$ cat config.mk
export PLATFORM = sky130hd
export DESIGN_NAME = smc_ctrl
export DESIGN_NICKNAME = d
export VERILOG_FILES = /design/src/logic/smc_pkg.sv /design/src/logic/smc_ctrl.sv
export VERILOG_INCLUDE_DIRS = /design/src /design/src/logic
export SDC_FILE = /design/constraint.sdc
export NUM_CORES = 1
export LEC_CHECK = 0
export BUFFER_PORTS_ARGS = -buffer_cell sky130_fd_sc_hd__buf_2
export CORE_ASPECT_RATIO = 1.25
export CORE_MARGIN = 8
export CORE_UTILIZATION = 45
export CTS_BUF_LIST = sky130_fd_sc_hd__clkbuf_8 sky130_fd_sc_hd__clkbuf_16
export CTS_CLUSTER_DIAMETER = 60
export DETAILED_ROUTE_END_ITERATION = 10
export HOLD_SLACK_MARGIN = 0.05
export PLACE_DENSITY = 0.76
export SETUP_SLACK_MARGIN = 0.15
export SLEW_MARGIN = 5
export SYNTH_ARGS = -nofsm -noshare
export SYNTH_HDL_FRONTEND = slang
export SYNTH_SLANG_ARGS = --single-unit
export TNS_END_PERCENT = 20
$ cat constraint.sdc
create_clock -name clk_sys -period 5.3 [get_ports clk_sys]
set_input_delay 0.53 -clock clk_sys [delete_from_list [all_inputs] [get_ports clk_sys]]
set_output_delay 0.53 -clock clk_sys [all_outputs]
set_load 0.01 [all_outputs]
$ cat src/logic/smc_params.svh
`ifndef SMC_PARAMS_SVH
`define SMC_PARAMS_SVH

// Register offsets on the plain register port.
`define SMC_ADDR_STANDBY 4'h0
`define SMC_ADDR_ACCEPT 4'h1
`define SMC_ADDR_STATUS 4'h2
`define SMC_ADDR_CONFIG 4'h3
// Standby control field positions.
`define SMC_BIT_HALT 0
`define SMC_BIT_STOP 1
// Config field positions.
`define SMC_BIT_XTAL 0
`define SMC_BIT_CPU_HS 1
`define SMC_BIT_HS_ON 2
// Unlock acceptor codes (upper nibble).
`define SMC_UNLOCK_FIRST 4'h5
`define SMC_UNLOCK_SECOND 4'hA
// Start vectors.
`define SMC_VEC_NORMAL 16'h0002
`define SMC_VEC_BREAK 16'h0004
// Interrupt levels.
`define SMC_LVL_NONE 2'h0
`define SMC_LVL_MASK 2'h1
`define SMC_LVL_NMI 2'h2
`define SMC_LVL_EMU 2'h3
// Stabilisation pulse counts, STOP entry delay and resume slot count.
`define SMC_CNT_XTAL 14'h2000
`define SMC_CNT_HS 14'h1000
`define SMC_CNT_RC_LS 14'h0010
`define SMC_CNT_RC_HS 14'h0080
`define SMC_ENTRY_DELAY 2'h2
`define SMC_RESUME_SLOTS 2'h2
`endif

$ cat src/logic/smc_pkg.sv
package smc_pkg;
  typedef enum logic [2:0] {
    SMC_RUN = 3'b000,
    SMC_HALT = 3'b001,
    SMC_STOP_PEND = 3'b010,
    SMC_STOP = 3'b011,
    SMC_WAKE = 3'b100
  } smc_state_t;

  typedef enum logic [1:0] {
    SMC_RST_POWER = 2'b00,
    SMC_RST_BREAK = 2'b01
  } smc_rst_cause_t;

  typedef struct packed {
    logic [1:0] level;
    logic master_en;
    logic nmi_req;
    logic wdt_req;
    logic mask_en;
    logic mask_req;
    logic pin_en;
    logic pin_req;
  } smc_irq_t;

  typedef struct packed {
    logic ls_osc_en;
    logic hs_osc_en;
    logic ls_clk_en;
    logic hs_clk_en;
    logic ls_on_xtal;
  } smc_clk_t;
endpackage : smc_pkg

$ cat src/logic/smc_ctrl.sv
`include "smc_params.svh"
module smc_ctrl (
  // Clock and reset
  input wire logic clk_sys,
  input wire logic rstn,
  // Register port
  input wire logic [3:0] reg_addr,
  input wire logic [7:0] reg_wdata,
  input wire logic reg_wr,
  input wire logic reg_rd,
  output logic [7:0] reg_rdata,
  // Reset release event and its cause
  input wire logic rst_done,
  input wire smc_pkg::smc_rst_cause_t rst_cause,
  input wire logic [1:0] break_level,
  output logic [15:0] start_vector,
  // Interrupt side, synchronous to clk_sys
  input wire smc_pkg::smc_irq_t irq_in,
  // Oscillator stabilisation pulses from pins
  input wire logic ls_pulse_pin,
  input wire logic hs_pulse_pin,
  input wire logic ls_start_done,
  input wire logic hs_start_done,
  // Outputs to core and clock tree
  output logic cpu_stop,
  output logic periph_stop,
  output logic take_vector,
  output logic [1:0] resume_slots,
  output logic clock_backup_interrupt,
  output smc_pkg::smc_clk_t clk_ctl
);
  import smc_pkg::*;

  // ************************************************
  // Pin synchronisers
  // ************************************************
  logic [2:0] ls_sync_reg;
  logic [2:0] hs_sync_reg;
  logic ls_level_reg;
  logic hs_level_reg;
  logic ls_rise;
  logic hs_rise;
  // Only the agreement of stages two and three reaches the pulse counters, so a
  // glitch shorter than two clocks is never counted as an oscillator pulse.

  always_ff @(posedge clk_sys or negedge rstn) begin
    if (!rstn) begin
      ls_sync_reg <= 3'h0;
      hs_sync_reg <= 3'h0;
      ls_level_reg <= 1'b0;
      hs_level_reg <= 1'b0;
    end else begin
      ls_sync_reg <= {ls_sync_reg[1:0], ls_pulse_pin};
      hs_sync_reg <= {hs_sync_reg[1:0], hs_pulse_pin};
      // A change counts only once stages two and three agree.
      if (ls_sync_reg[1] == ls_sync_reg[2]) begin
        ls_level_reg <= ls_sync_reg[2];
      end
      if (hs_sync_reg[1] == hs_sync_reg[2]) begin
        hs_level_reg <= hs_sync_reg[2];
      end
    end
  end

  logic ls_prev_reg;
  logic hs_prev_reg;
  always_ff @(posedge clk_sys or negedge rstn) begin
    if (!rstn) begin
      ls_prev_reg <= 1'b0;
      hs_prev_reg <= 1'b0;
    end else begin
      ls_prev_reg <= ls_level_reg;
      hs_prev_reg <= hs_level_reg;
    end
  end
  assign ls_rise = ls_level_reg & ~ls_prev_reg;
  assign hs_rise = hs_level_reg & ~hs_prev_reg;

  // ************************************************
  // Start vector selection
  // ************************************************
  always_ff @(posedge clk_sys or negedge rstn) begin
    if (!rstn) begin
      start_vector <= `SMC_VEC_NORMAL;
    end else if (rst_done) begin
      // The vector is latched once per reset release and held until the next one.
      if (rst_cause == SMC_RST_BREAK && break_level < `SMC_LVL_NMI) begin
        start_vector <= `SMC_VEC_BREAK;
      end else begin
        start_vector <= `SMC_VEC_NORMAL;
      end
    end
  end

  // ************************************************
  // Wake qualification
  // ************************************************
  logic nmi_wake;
  logic mask_wake;
  logic pin_wake;
  logic halt_wake;
  logic vector_ok;
  assign nmi_wake = irq_in.nmi_req | irq_in.wdt_req;
  assign mask_wake = irq_in.mask_en & irq_in.mask_req;
  assign pin_wake = irq_in.pin_en & irq_in.pin_req;
  assign halt_wake = nmi_wake | mask_wake | pin_wake;
  // Level 3 is reserved for the emulator and never vectors.
  // An external pin source is maskable, so it vectors under the same gate as
  // every other maskable source.
  always_comb begin
    vector_ok = 1'b0;
    if (nmi_wake && irq_in.level != `SMC_LVL_EMU) begin
      vector_ok = 1'b1;
    end else if ((mask_wake || pin_wake) && irq_in.master_en && irq_in.level <= `SMC_LVL_MASK) begin
      vector_ok = 1'b1;
    end
  end

  // ************************************************
  // Register writes and unlock acceptor
  // ************************************************
  logic wr_standby;
  logic wr_accept;
  logic wr_config;
  assign wr_standby = reg_wr && reg_addr == `SMC_ADDR_STANDBY;
  assign wr_accept = reg_wr && reg_addr == `SMC_ADDR_ACCEPT;
  assign wr_config = reg_wr && reg_addr == `SMC_ADDR_CONFIG;

  smc_state_t state_reg;
  smc_state_t state_next;
  logic first_seen_reg;
  logic unlock_reg;
  logic halt_bit_reg;
  logic stop_bit_reg;
  logic [2:0] config_reg;
  logic [1:0] entry_cnt_reg;

  always_ff @(posedge clk_sys or negedge rstn) begin
    if (!rstn) begin
      first_seen_reg <= 1'b0;
      unlock_reg <= 1'b0;
    end else if (state_reg == SMC_STOP_PEND) begin
      first_seen_reg <= 1'b0;
      unlock_reg <= 1'b0;
    end else if (wr_accept) begin
      // Any other value breaks the sequence so a stray write cannot arm STOP.
      first_seen_reg <= reg_wdata[7:4] == `SMC_UNLOCK_FIRST;
      if (first_seen_reg && reg_wdata[7:4] == `SMC_UNLOCK_SECOND) begin
        unlock_reg <= 1'b1;
      end
    end
  end

  always_ff @(posedge clk_sys or negedge rstn) begin
    if (!rstn) begin
      config_reg <= 3'h0;
    end else if (wr_config) begin
      config_reg <= reg_wdata[2:0];
    end
  end

  always_ff @(posedge clk_sys or negedge rstn) begin
    if (!rstn) begin
      halt_bit_reg <= 1'b0;
    end else if (state_reg == SMC_HALT && halt_wake) begin
      // A halted core cannot issue a new halt write, so the clear may take priority.
      halt_bit_reg <= 1'b0;
    end else if (wr_standby && reg_wdata[`SMC_BIT_HALT]) begin
      halt_bit_reg <= 1'b1;
    end
  end

  always_ff @(posedge clk_sys or negedge rstn) begin
    if (!rstn) begin
      stop_bit_reg <= 1'b0;
    end else if (state_reg == SMC_STOP && pin_wake) begin
      stop_bit_reg <= 1'b0;
    end else if (wr_standby && reg_wdata[`SMC_BIT_STOP] && unlock_reg) begin
      stop_bit_reg <= 1'b1;
    end
  end

  // ************************************************
  // Mode state machine
  // ************************************************
  logic [13:0] ls_cnt_reg;
  logic [13:0] hs_cnt_reg;
  logic [13:0] rc_cnt_reg;
  logic hs_was_on_reg;
  logic ls_ready;
  logic hs_ready;
  logic wake_done;

  assign hs_ready = !hs_was_on_reg || (hs_start_done && hs_cnt_reg >= `SMC_CNT_HS);
  assign ls_ready = config_reg[`SMC_BIT_CPU_HS] ? rc_cnt_reg >= `SMC_CNT_RC_HS
                  : (config_reg[`SMC_BIT_XTAL] ? (ls_start_done && ls_cnt_reg >= `SMC_CNT_XTAL)
                  : rc_cnt_reg >= `SMC_CNT_RC_LS);
  // High-speed CPU leaves STOP on the high-speed count alone.
  assign wake_done = config_reg[`SMC_BIT_CPU_HS] ? hs_ready : (ls_ready && hs_ready);

  always_comb begin
    state_next = state_reg;
    case (state_reg)
      SMC_RUN: begin
        // HALT wins when both request bits are set in one cycle.
        if (halt_bit_reg) begin
          state_next = SMC_HALT;
        end else if (stop_bit_reg) begin
          state_next = SMC_STOP_PEND;
        end
      end
      SMC_HALT: begin
        if (halt_wake) begin
          state_next = SMC_RUN;
        end
      end
      SMC_STOP_PEND: begin
        if (entry_cnt_reg == `SMC_ENTRY_DELAY) begin
          state_next = SMC_STOP;
        end
      end
      SMC_STOP: begin
        if (pin_wake) begin
          state_next = SMC_WAKE;
        end
      end
      SMC_WAKE: begin
        if (wake_done) begin
          state_next = SMC_RUN;
        end
      end
      default: begin
        state_next = SMC_RUN;
      end
    endcase
  end

  always_ff @(posedge clk_sys or negedge rstn) begin
    if (!rstn) begin
      state_reg <= SMC_RUN;
    end else begin
      state_reg <= state_next;
    end
  end

  always_ff @(posedge clk_sys or negedge rstn) begin
    if (!rstn) begin
      entry_cnt_reg <= 2'h0;
    end else if (state_reg == SMC_STOP_PEND) begin
      entry_cnt_reg <= entry_cnt_reg + 2'h1;
    end else begin
      entry_cnt_reg <= 2'h0;
    end
  end

  always_ff @(posedge clk_sys or negedge rstn) begin
    if (!rstn) begin
      hs_was_on_reg <= 1'b0;
    end else if (state_reg == SMC_STOP_PEND) begin
      hs_was_on_reg <= config_reg[`SMC_BIT_HS_ON] | config_reg[`SMC_BIT_CPU_HS];
    end
  end

  // ************************************************
  // Stabilisation counters
  // ************************************************
  always_ff @(posedge clk_sys or negedge rstn) begin
    if (!rstn) begin
      ls_cnt_reg <= 14'h0;
      hs_cnt_reg <= 14'h0;
      rc_cnt_reg <= 14'h0;
    end else if (state_reg != SMC_WAKE && state_reg != SMC_RUN) begin
      // Every standby state restarts the counts so each wake sees fresh pulses.
      ls_cnt_reg <= 14'h0;
      hs_cnt_reg <= 14'h0;
      rc_cnt_reg <= 14'h0;
    end else begin
      // Each count saturates at its highest target, so a long run mode cannot wrap it.
      if (ls_rise && ls_start_done && ls_cnt_reg < `SMC_CNT_XTAL) begin
        ls_cnt_reg <= ls_cnt_reg + 14'h1;
      end
      if (hs_rise && hs_start_done && hs_cnt_reg < `SMC_CNT_HS) begin
        hs_cnt_reg <= hs_cnt_reg + 14'h1;
      end
      if (ls_rise && rc_cnt_reg < `SMC_CNT_RC_HS) begin
        rc_cnt_reg <= rc_cnt_reg + 14'h1;
      end
    end
  end

  // ************************************************
  // Clock control and events
  // ************************************************
  logic in_stop;
  logic xtal_ok;
  logic switch_xtal;
  assign in_stop = state_reg == SMC_STOP;
  assign xtal_ok = config_reg[`SMC_BIT_XTAL] && ls_start_done && ls_cnt_reg >= `SMC_CNT_XTAL;
  assign switch_xtal = xtal_ok && !clk_ctl.ls_on_xtal;

  always_ff @(posedge clk_sys or negedge rstn) begin
    if (!rstn) begin
      clk_ctl <= '{ls_osc_en: 1'b1, hs_osc_en: 1'b0, ls_clk_en: 1'b1, hs_clk_en: 1'b0, ls_on_xtal: 1'b0};
      clock_backup_interrupt <= 1'b0;
    end else begin
      clock_backup_interrupt <= 1'b0;
      // The clocks drop one cycle after the core is held, which is harmless
      // because the core no longer fetches by then.
      if (in_stop) begin
        clk_ctl <= '{ls_osc_en: 1'b0, hs_osc_en: 1'b0, ls_clk_en: 1'b0, hs_clk_en: 1'b0, ls_on_xtal: 1'b0};
      end else if (state_reg == SMC_WAKE) begin
        clk_ctl.ls_osc_en <= 1'b1;
        clk_ctl.hs_osc_en <= hs_was_on_reg;
        clk_ctl.hs_clk_en <= hs_was_on_reg && hs_ready;
        clk_ctl.ls_clk_en <= ls_ready;
      end else begin
        clk_ctl.hs_osc_en <= config_reg[`SMC_BIT_HS_ON] | config_reg[`SMC_BIT_CPU_HS];
        clk_ctl.hs_clk_en <= config_reg[`SMC_BIT_HS_ON] | config_reg[`SMC_BIT_CPU_HS];
        clk_ctl.ls_osc_en <= 1'b1;
        clk_ctl.ls_clk_en <= clk_ctl.ls_clk_en | ls_ready;
      end
      if (!in_stop && switch_xtal) begin
        clk_ctl.ls_on_xtal <= 1'b1;
        clock_backup_interrupt <= 1'b1;
      end
    end
  end

  // ************************************************
  // Core handshake outputs
  // ************************************************
  always_ff @(posedge clk_sys or negedge rstn) begin
    if (!rstn) begin
      cpu_stop <= 1'b0;
      periph_stop <= 1'b0;
      take_vector <= 1'b0;
      resume_slots <= 2'h0;
    end else begin
      // Decoding state_next keeps these outputs aligned with the state register.
      cpu_stop <= state_next != SMC_RUN && state_next != SMC_STOP_PEND;
      periph_stop <= state_next == SMC_STOP || state_next == SMC_WAKE;
      take_vector <= 1'b0;
      if ((state_reg == SMC_HALT || state_reg == SMC_WAKE) && state_next == SMC_RUN) begin
        take_vector <= vector_ok;
        resume_slots <= `SMC_RESUME_SLOTS;
      end
    end
  end

  // ************************************************
  // Register read port
  // ************************************************
  always_ff @(posedge clk_sys or negedge rstn) begin
    if (!rstn) begin
      reg_rdata <= 8'h00;
    end else if (reg_rd) begin
      if (reg_addr == `SMC_ADDR_STANDBY) begin
        reg_rdata <= {6'h00, stop_bit_reg, halt_bit_reg};
      end else if (reg_addr == `SMC_ADDR_ACCEPT) begin
        reg_rdata <= {7'h00, unlock_reg};
      end else if (reg_addr == `SMC_ADDR_STATUS) begin
        reg_rdata <= {2'h0, clk_ctl.ls_on_xtal, hs_was_on_reg, 1'b0, state_reg};
      end else if (reg_addr == `SMC_ADDR_CONFIG) begin
        reg_rdata <= {5'h00, config_reg};
      end else begin
        reg_rdata <= 8'h00;
      end
    end else begin
      reg_rdata <= 8'h00;
    end
  end
endmodule : smc_ctrl

[Yosys cells after proc, flatten, opt, wreduce, memory -nomap -nowiden]
Cells that the tools add are included.
Word-level totals
  register bits after elaboration: 99
  input port bits: 34
  output and inout bits: 35
  logic and storage cells: 161
Cells by class
  add/sub/neg operators: 4
  magnitude comparators: 9
  equal/unequal tests: 18
  multiplexer cells: 40
  bitwise gates (word level): 11
  reduce and logical (&&, ||, !) cells: 50
Operators with widths (number)
  $mux W14: 6
  $add A14 B1 Y14 const B: 3
  $logic_and A1 B1 Y1: 29
  $mux W3: 9
  $mux W1: 18
  $mux W6: 3
  $reduce_bool A2 Y1: 8
  $pmux W3 S5: 1
  $ge A14 B13 Y1 const B: 1
  $ge A14 B14 Y1 const B: 1
  $ge A14 B5 Y1 const B: 1
  $ge A14 B8 Y1 const B: 1
  $lt A14 B13 Y1 const B: 1
  $lt A14 B14 Y1 const B: 1
  $lt A14 B8 Y1 const B: 1
  $eq A3 B2 Y1 const B: 3
  $eq A4 B2 Y1 const B: 2
  $mux W8: 1
  $eq A3 B3 Y1 const B: 2
  $logic_not A3 Y1: 2
  $reduce_bool A3 Y1: 2
  $or A1 B1 Y1: 5
  $and A1 B1 Y1: 4
  $eq A4 B1 Y1 const B: 1
  other kinds (19): 26

[Depth between registers and ports, before layout]
  depth in word-level cells: 11
  depth in mapped cells: 6
  mapped depth without buffers: 5

[Least setup slack after synthesis]
OpenSTA, ideal clock, no wires.
  kind: reg-to-reg
  start point: reg hs_cnt_reg[13]
  end point: reg hs_cnt_reg[9]
  library setup time: 77 ps
  arrival time: 1644 ps
  setup slack: 3578 ps
  cell stages (with the launch flop): 5
  buffers on the path: 0
  clock period less this slack: 1722 ps
  cells stage by stage: dfrtp_1 > nor4b_4 > nand3_4 > or4_1 > a21oi_1
Between the ends
  cells in the longest elaborated chain, start to end: 3
RTL lines
  start, declared: line smc_ctrl.sv:187  | logic [13:0] hs_cnt_reg;
  start signal, assigned: line smc_ctrl.sv:283  | hs_cnt_reg <= hs_cnt_reg + 14'h1;
  $lt A14 B13 Y1 (no source line)
  $logic_and A1 B1 Y1 (no source line)
  $reduce_bool A2 Y1 (no source line)
Every way passes these cells.
A chain may end at the register's enable or synchronous reset.

[Final worst setup path]
  start point: reg rc_cnt_reg[10]
  end point: reg resume_slots[1]
Between the ends
  cells in the longest elaborated chain, start to end: 9
  elaborated cells on any way between the ends: 10
  those cells by class: 2 x order compare; 5 x mux; 3 x reduce/logical
RTL lines
  start, declared: line smc_ctrl.sv:188  | logic [13:0] rc_cnt_reg;
  start signal, assigned: line smc_ctrl.sv:286  | rc_cnt_reg <= rc_cnt_reg + 14'h1;
  $ge A14 B5 Y1 (no source line)
  $mux W1 (no source line)
  $mux W1 *: line smc_ctrl.sv:195  | assign ls_ready = config_reg[`SMC_BIT_CPU_HS] ? rc_cnt_reg >= `SMC_CNT_RC_HS
  $logic_and A1 B1 Y1 *: line smc_ctrl.sv:199  | assign wake_done = config_reg[`SMC_BIT_CPU_HS] ? hs_ready : (ls_ready && hs_ready);
  $mux W1 *: line smc_ctrl.sv:199
  $mux W3 *: line smc_ctrl.sv:228  | if (wake_done) begin
  $pmux W3 S5 *: line smc_ctrl.sv:203  | case (state_reg)
  $logic_not A3 Y1 *: line smc_ctrl.sv:343  | if ((state_reg == SMC_HALT || state_reg == SMC_WAKE) && state_next == SMC_RUN) begin
  $logic_and A1 B1 Y1 *: line smc_ctrl.sv:343
  end signal, assigned: line smc_ctrl.sv:345  | resume_slots <= `SMC_RESUME_SLOTS;
  end, declared: line smc_ctrl.sv:28  | output logic [1:0] resume_slots,
Every way passes the cells marked *; elsewhere a longest branch is shown, timed or not.

==> run metrics <==
Via density 5.430; post-synth top area cell dfrtp_1; hold path start hs_pulse_pin; Leakage 0.002046 uW; IO Port Bufs 48; commonest cells in the netlist 79 x dfrtp_1, 36 x nor2_1, 30 x nand2_1; Crit Path Class reg -> reg; final hold vios 0; via count 2764; clock root buffer clkbuf_8; initial core utilization 46.26%; Slew @ Worst Pin 993.8 ps; core area 8240 um^2; Max clock buf depth 2; mean area per synthesized cell 10.65 um^2; Detailed Route Iter0 Violations 109; max frequency 0.5164 GHz; Power per Cell Area 342.3 nW/um^2; number of flops mapped to enable cells by yosys 0; H-tree Lvls 3; WHS 285.1 ps; first-pass GRT wire length 13.30 mm; final setup fails 0; area of the multi-input gates 1594 um^2; Clock Latency Late Sink 350 ps; I/O pin cnt 69; outcome finished, final reports clean; worst-path fanout max 5; fin crit period 1936 ps; area share of the largest cell type after synthesis 51.85%; nets 447; fill cell count 737; most common cell in the netlist dfrtp_1; cts repair resizes 0; WL/cell 14.55 um; GPL Wtd Cong 0.7976; Post-DRT Antenna Nets 0; Seq. cell area 2056 um^2; wirelength, routed 7.408 mm; drt first pass iters 4; clock transition at the registers of the reported paths 90 ps; dpl cell area 4051 um^2; overall routing resource usage about 14%; vias in the first global route 2903; RSZ-0062 raised after global routing no; Crit path required time 5540 ps; CTS tree done; final instance area approximately 4300 um^2; Syn Inst Count 358; ant diodes 0; P&R area growth vs syn 12.24%; ratio of cells with drive above 1 in the final layout just under 20%; Final period util between 30% and 40%; ys flop type dfrtp_1; Worst Skew 11.54 ps; ys async rst share 100.0%; Cell Area, Synth approximately 3800 um^2; post-DP HPWL roughly 5.2 mm; Post-route DRC 0; die width 98.33 um; Area contributors post-synth dfrtp_1 52%, buf_4 3.5%, nor2_1 3.5%, nand2_1 3.0%, xor2_1 2.5%; CP Capture Type register; critical path arrival 2180 ps; Setup crit start kind register; remaining global-route overflow 0; # hold bufs at CTS 0; Die Ht 118.9 um; final setup TNS 0 ps; peak supply drop 0.2063 mV; relative slew slack 33.75%; worst min path class in -> reg; setup repair bufs after CTS 0; FP Rows 37; Slew Viols, Final 0; Seq/Total Area, Yosys 53.92%; largest net degree at the start of global routing 83; CTS sink cnt between 80 and 90; max-cap violations 0; R2R Path Start rc_cnt_reg[10]$_DFFE_PN0P_; Synth Register Bits ~80; Inserted Clock Buffers 9; post-synthesis cell type count 54; die area between 10000 and 15000 um^2; synth warn 0; CP startpoint rc_cnt_reg[10]$_DFFE_PN0P_; antenna violations before repair 0
## layout by cell type, fill, tap and decap left out, types with 2 or more instances in the layout
cell type,n
a41o_1,2
o311a_1,2
and4b_1,2
o31ai_1,2
nand2b_1,3
xor2_1,11
bufinv_16,2
nor4_1,5
o21a_1,2
nor2_1,36
or3_2,2
ha_1,6
or4_1,3
buf_2,47
mux2_2,4
nor3_1,6
mux2i_1,3
nor4bb_1,4
dfrtp_1,79
nor2b_1,6
a211oi_1,2
a31oi_1,6
and2_1,9
inv_1,10
a21boi_0,2
o21ai_0,16
clkbuf_8,10
nand4bb_1,2
nand4_1,12
clkinv_4,2
dfstp_2,3
xnor2_1,7
or3_1,3
maj3_1,2
and3_1,8
a21oi_1,17
conb_1,18
nand2_1,30
nand3_1,7
## critical path: stages, from the launching register on
cell and delay (ps):
dfrtp_1 390, nor4_2 500, nand2_1 160, o311a_1 440
a221o_1 330
## through the flow
stage | total power (uW) | setup slack [ps] | util [%] | std cells
floorplan | 910.4 | 3578 | - | 375
global placement | 958.4 | 3353 | 49.16 | 493
detailed placement | 975.3 | 3256 | 49.16 | 493
CTS | 1481 | 3326 | 51.93 | 509
global route | 1554 | 3197 | 51.93 | 509
finish | 1465 | 3364 | 51.93 | 509
## where the power goes
group          internal (uW)  leakage [uW]  switching (uW)
registers                679       0.00109            54.1
clock network            279      0.000112             225
logic                   87.1      0.000846             141
total                   1040       0.00205             420
## layer usage
layer  share of wire [%]  track usage [%]
met1                  43            15.23
met4                 1.7            6.352
met3                 6.2            4.429
met2                  49            22.72
met5                   0                0
## area by class of cell
class,instances,area share [%]
flip-flops and latches,82,48.04
inverters,10,0.8772
repair buffers,48,5.673
well taps,97,2.836
clock inverters,6,2.105
multi-input cells,256,37.25
clock buffers,10,3.216
## logic make-up after synthesis
kind of cell | share of synthesized area (%)
simple gates | 21.73
flops | 53.92
compound gates | 9.124
buf+inv | 5.941
xor+xnor | 4.135
fa+ha+maj | 2.494
mux | 2.560
other cells | 0.09836
## final timing paths
check                      slack (ps)                          end  cells after the start
hold reg to reg                   350     ls_sync_reg[1]$_DFF_PN0_                      0
setup reg to reg                 3360  resume_slots[1]$_DFFE_PN0P_                      4
max in group asynchronous        4320       state_reg[2]$_DFF_PN0_                      1
setup / recovery                 3360  resume_slots[1]$_DFFE_PN0P_                      4
hold / removal                    290     hs_sync_reg[0]$_DFF_PN0_                      1
min in group asynchronous         340   first_seen_reg$_DFFE_PN0P_                      1
Power figures use the tool's default switching activity.
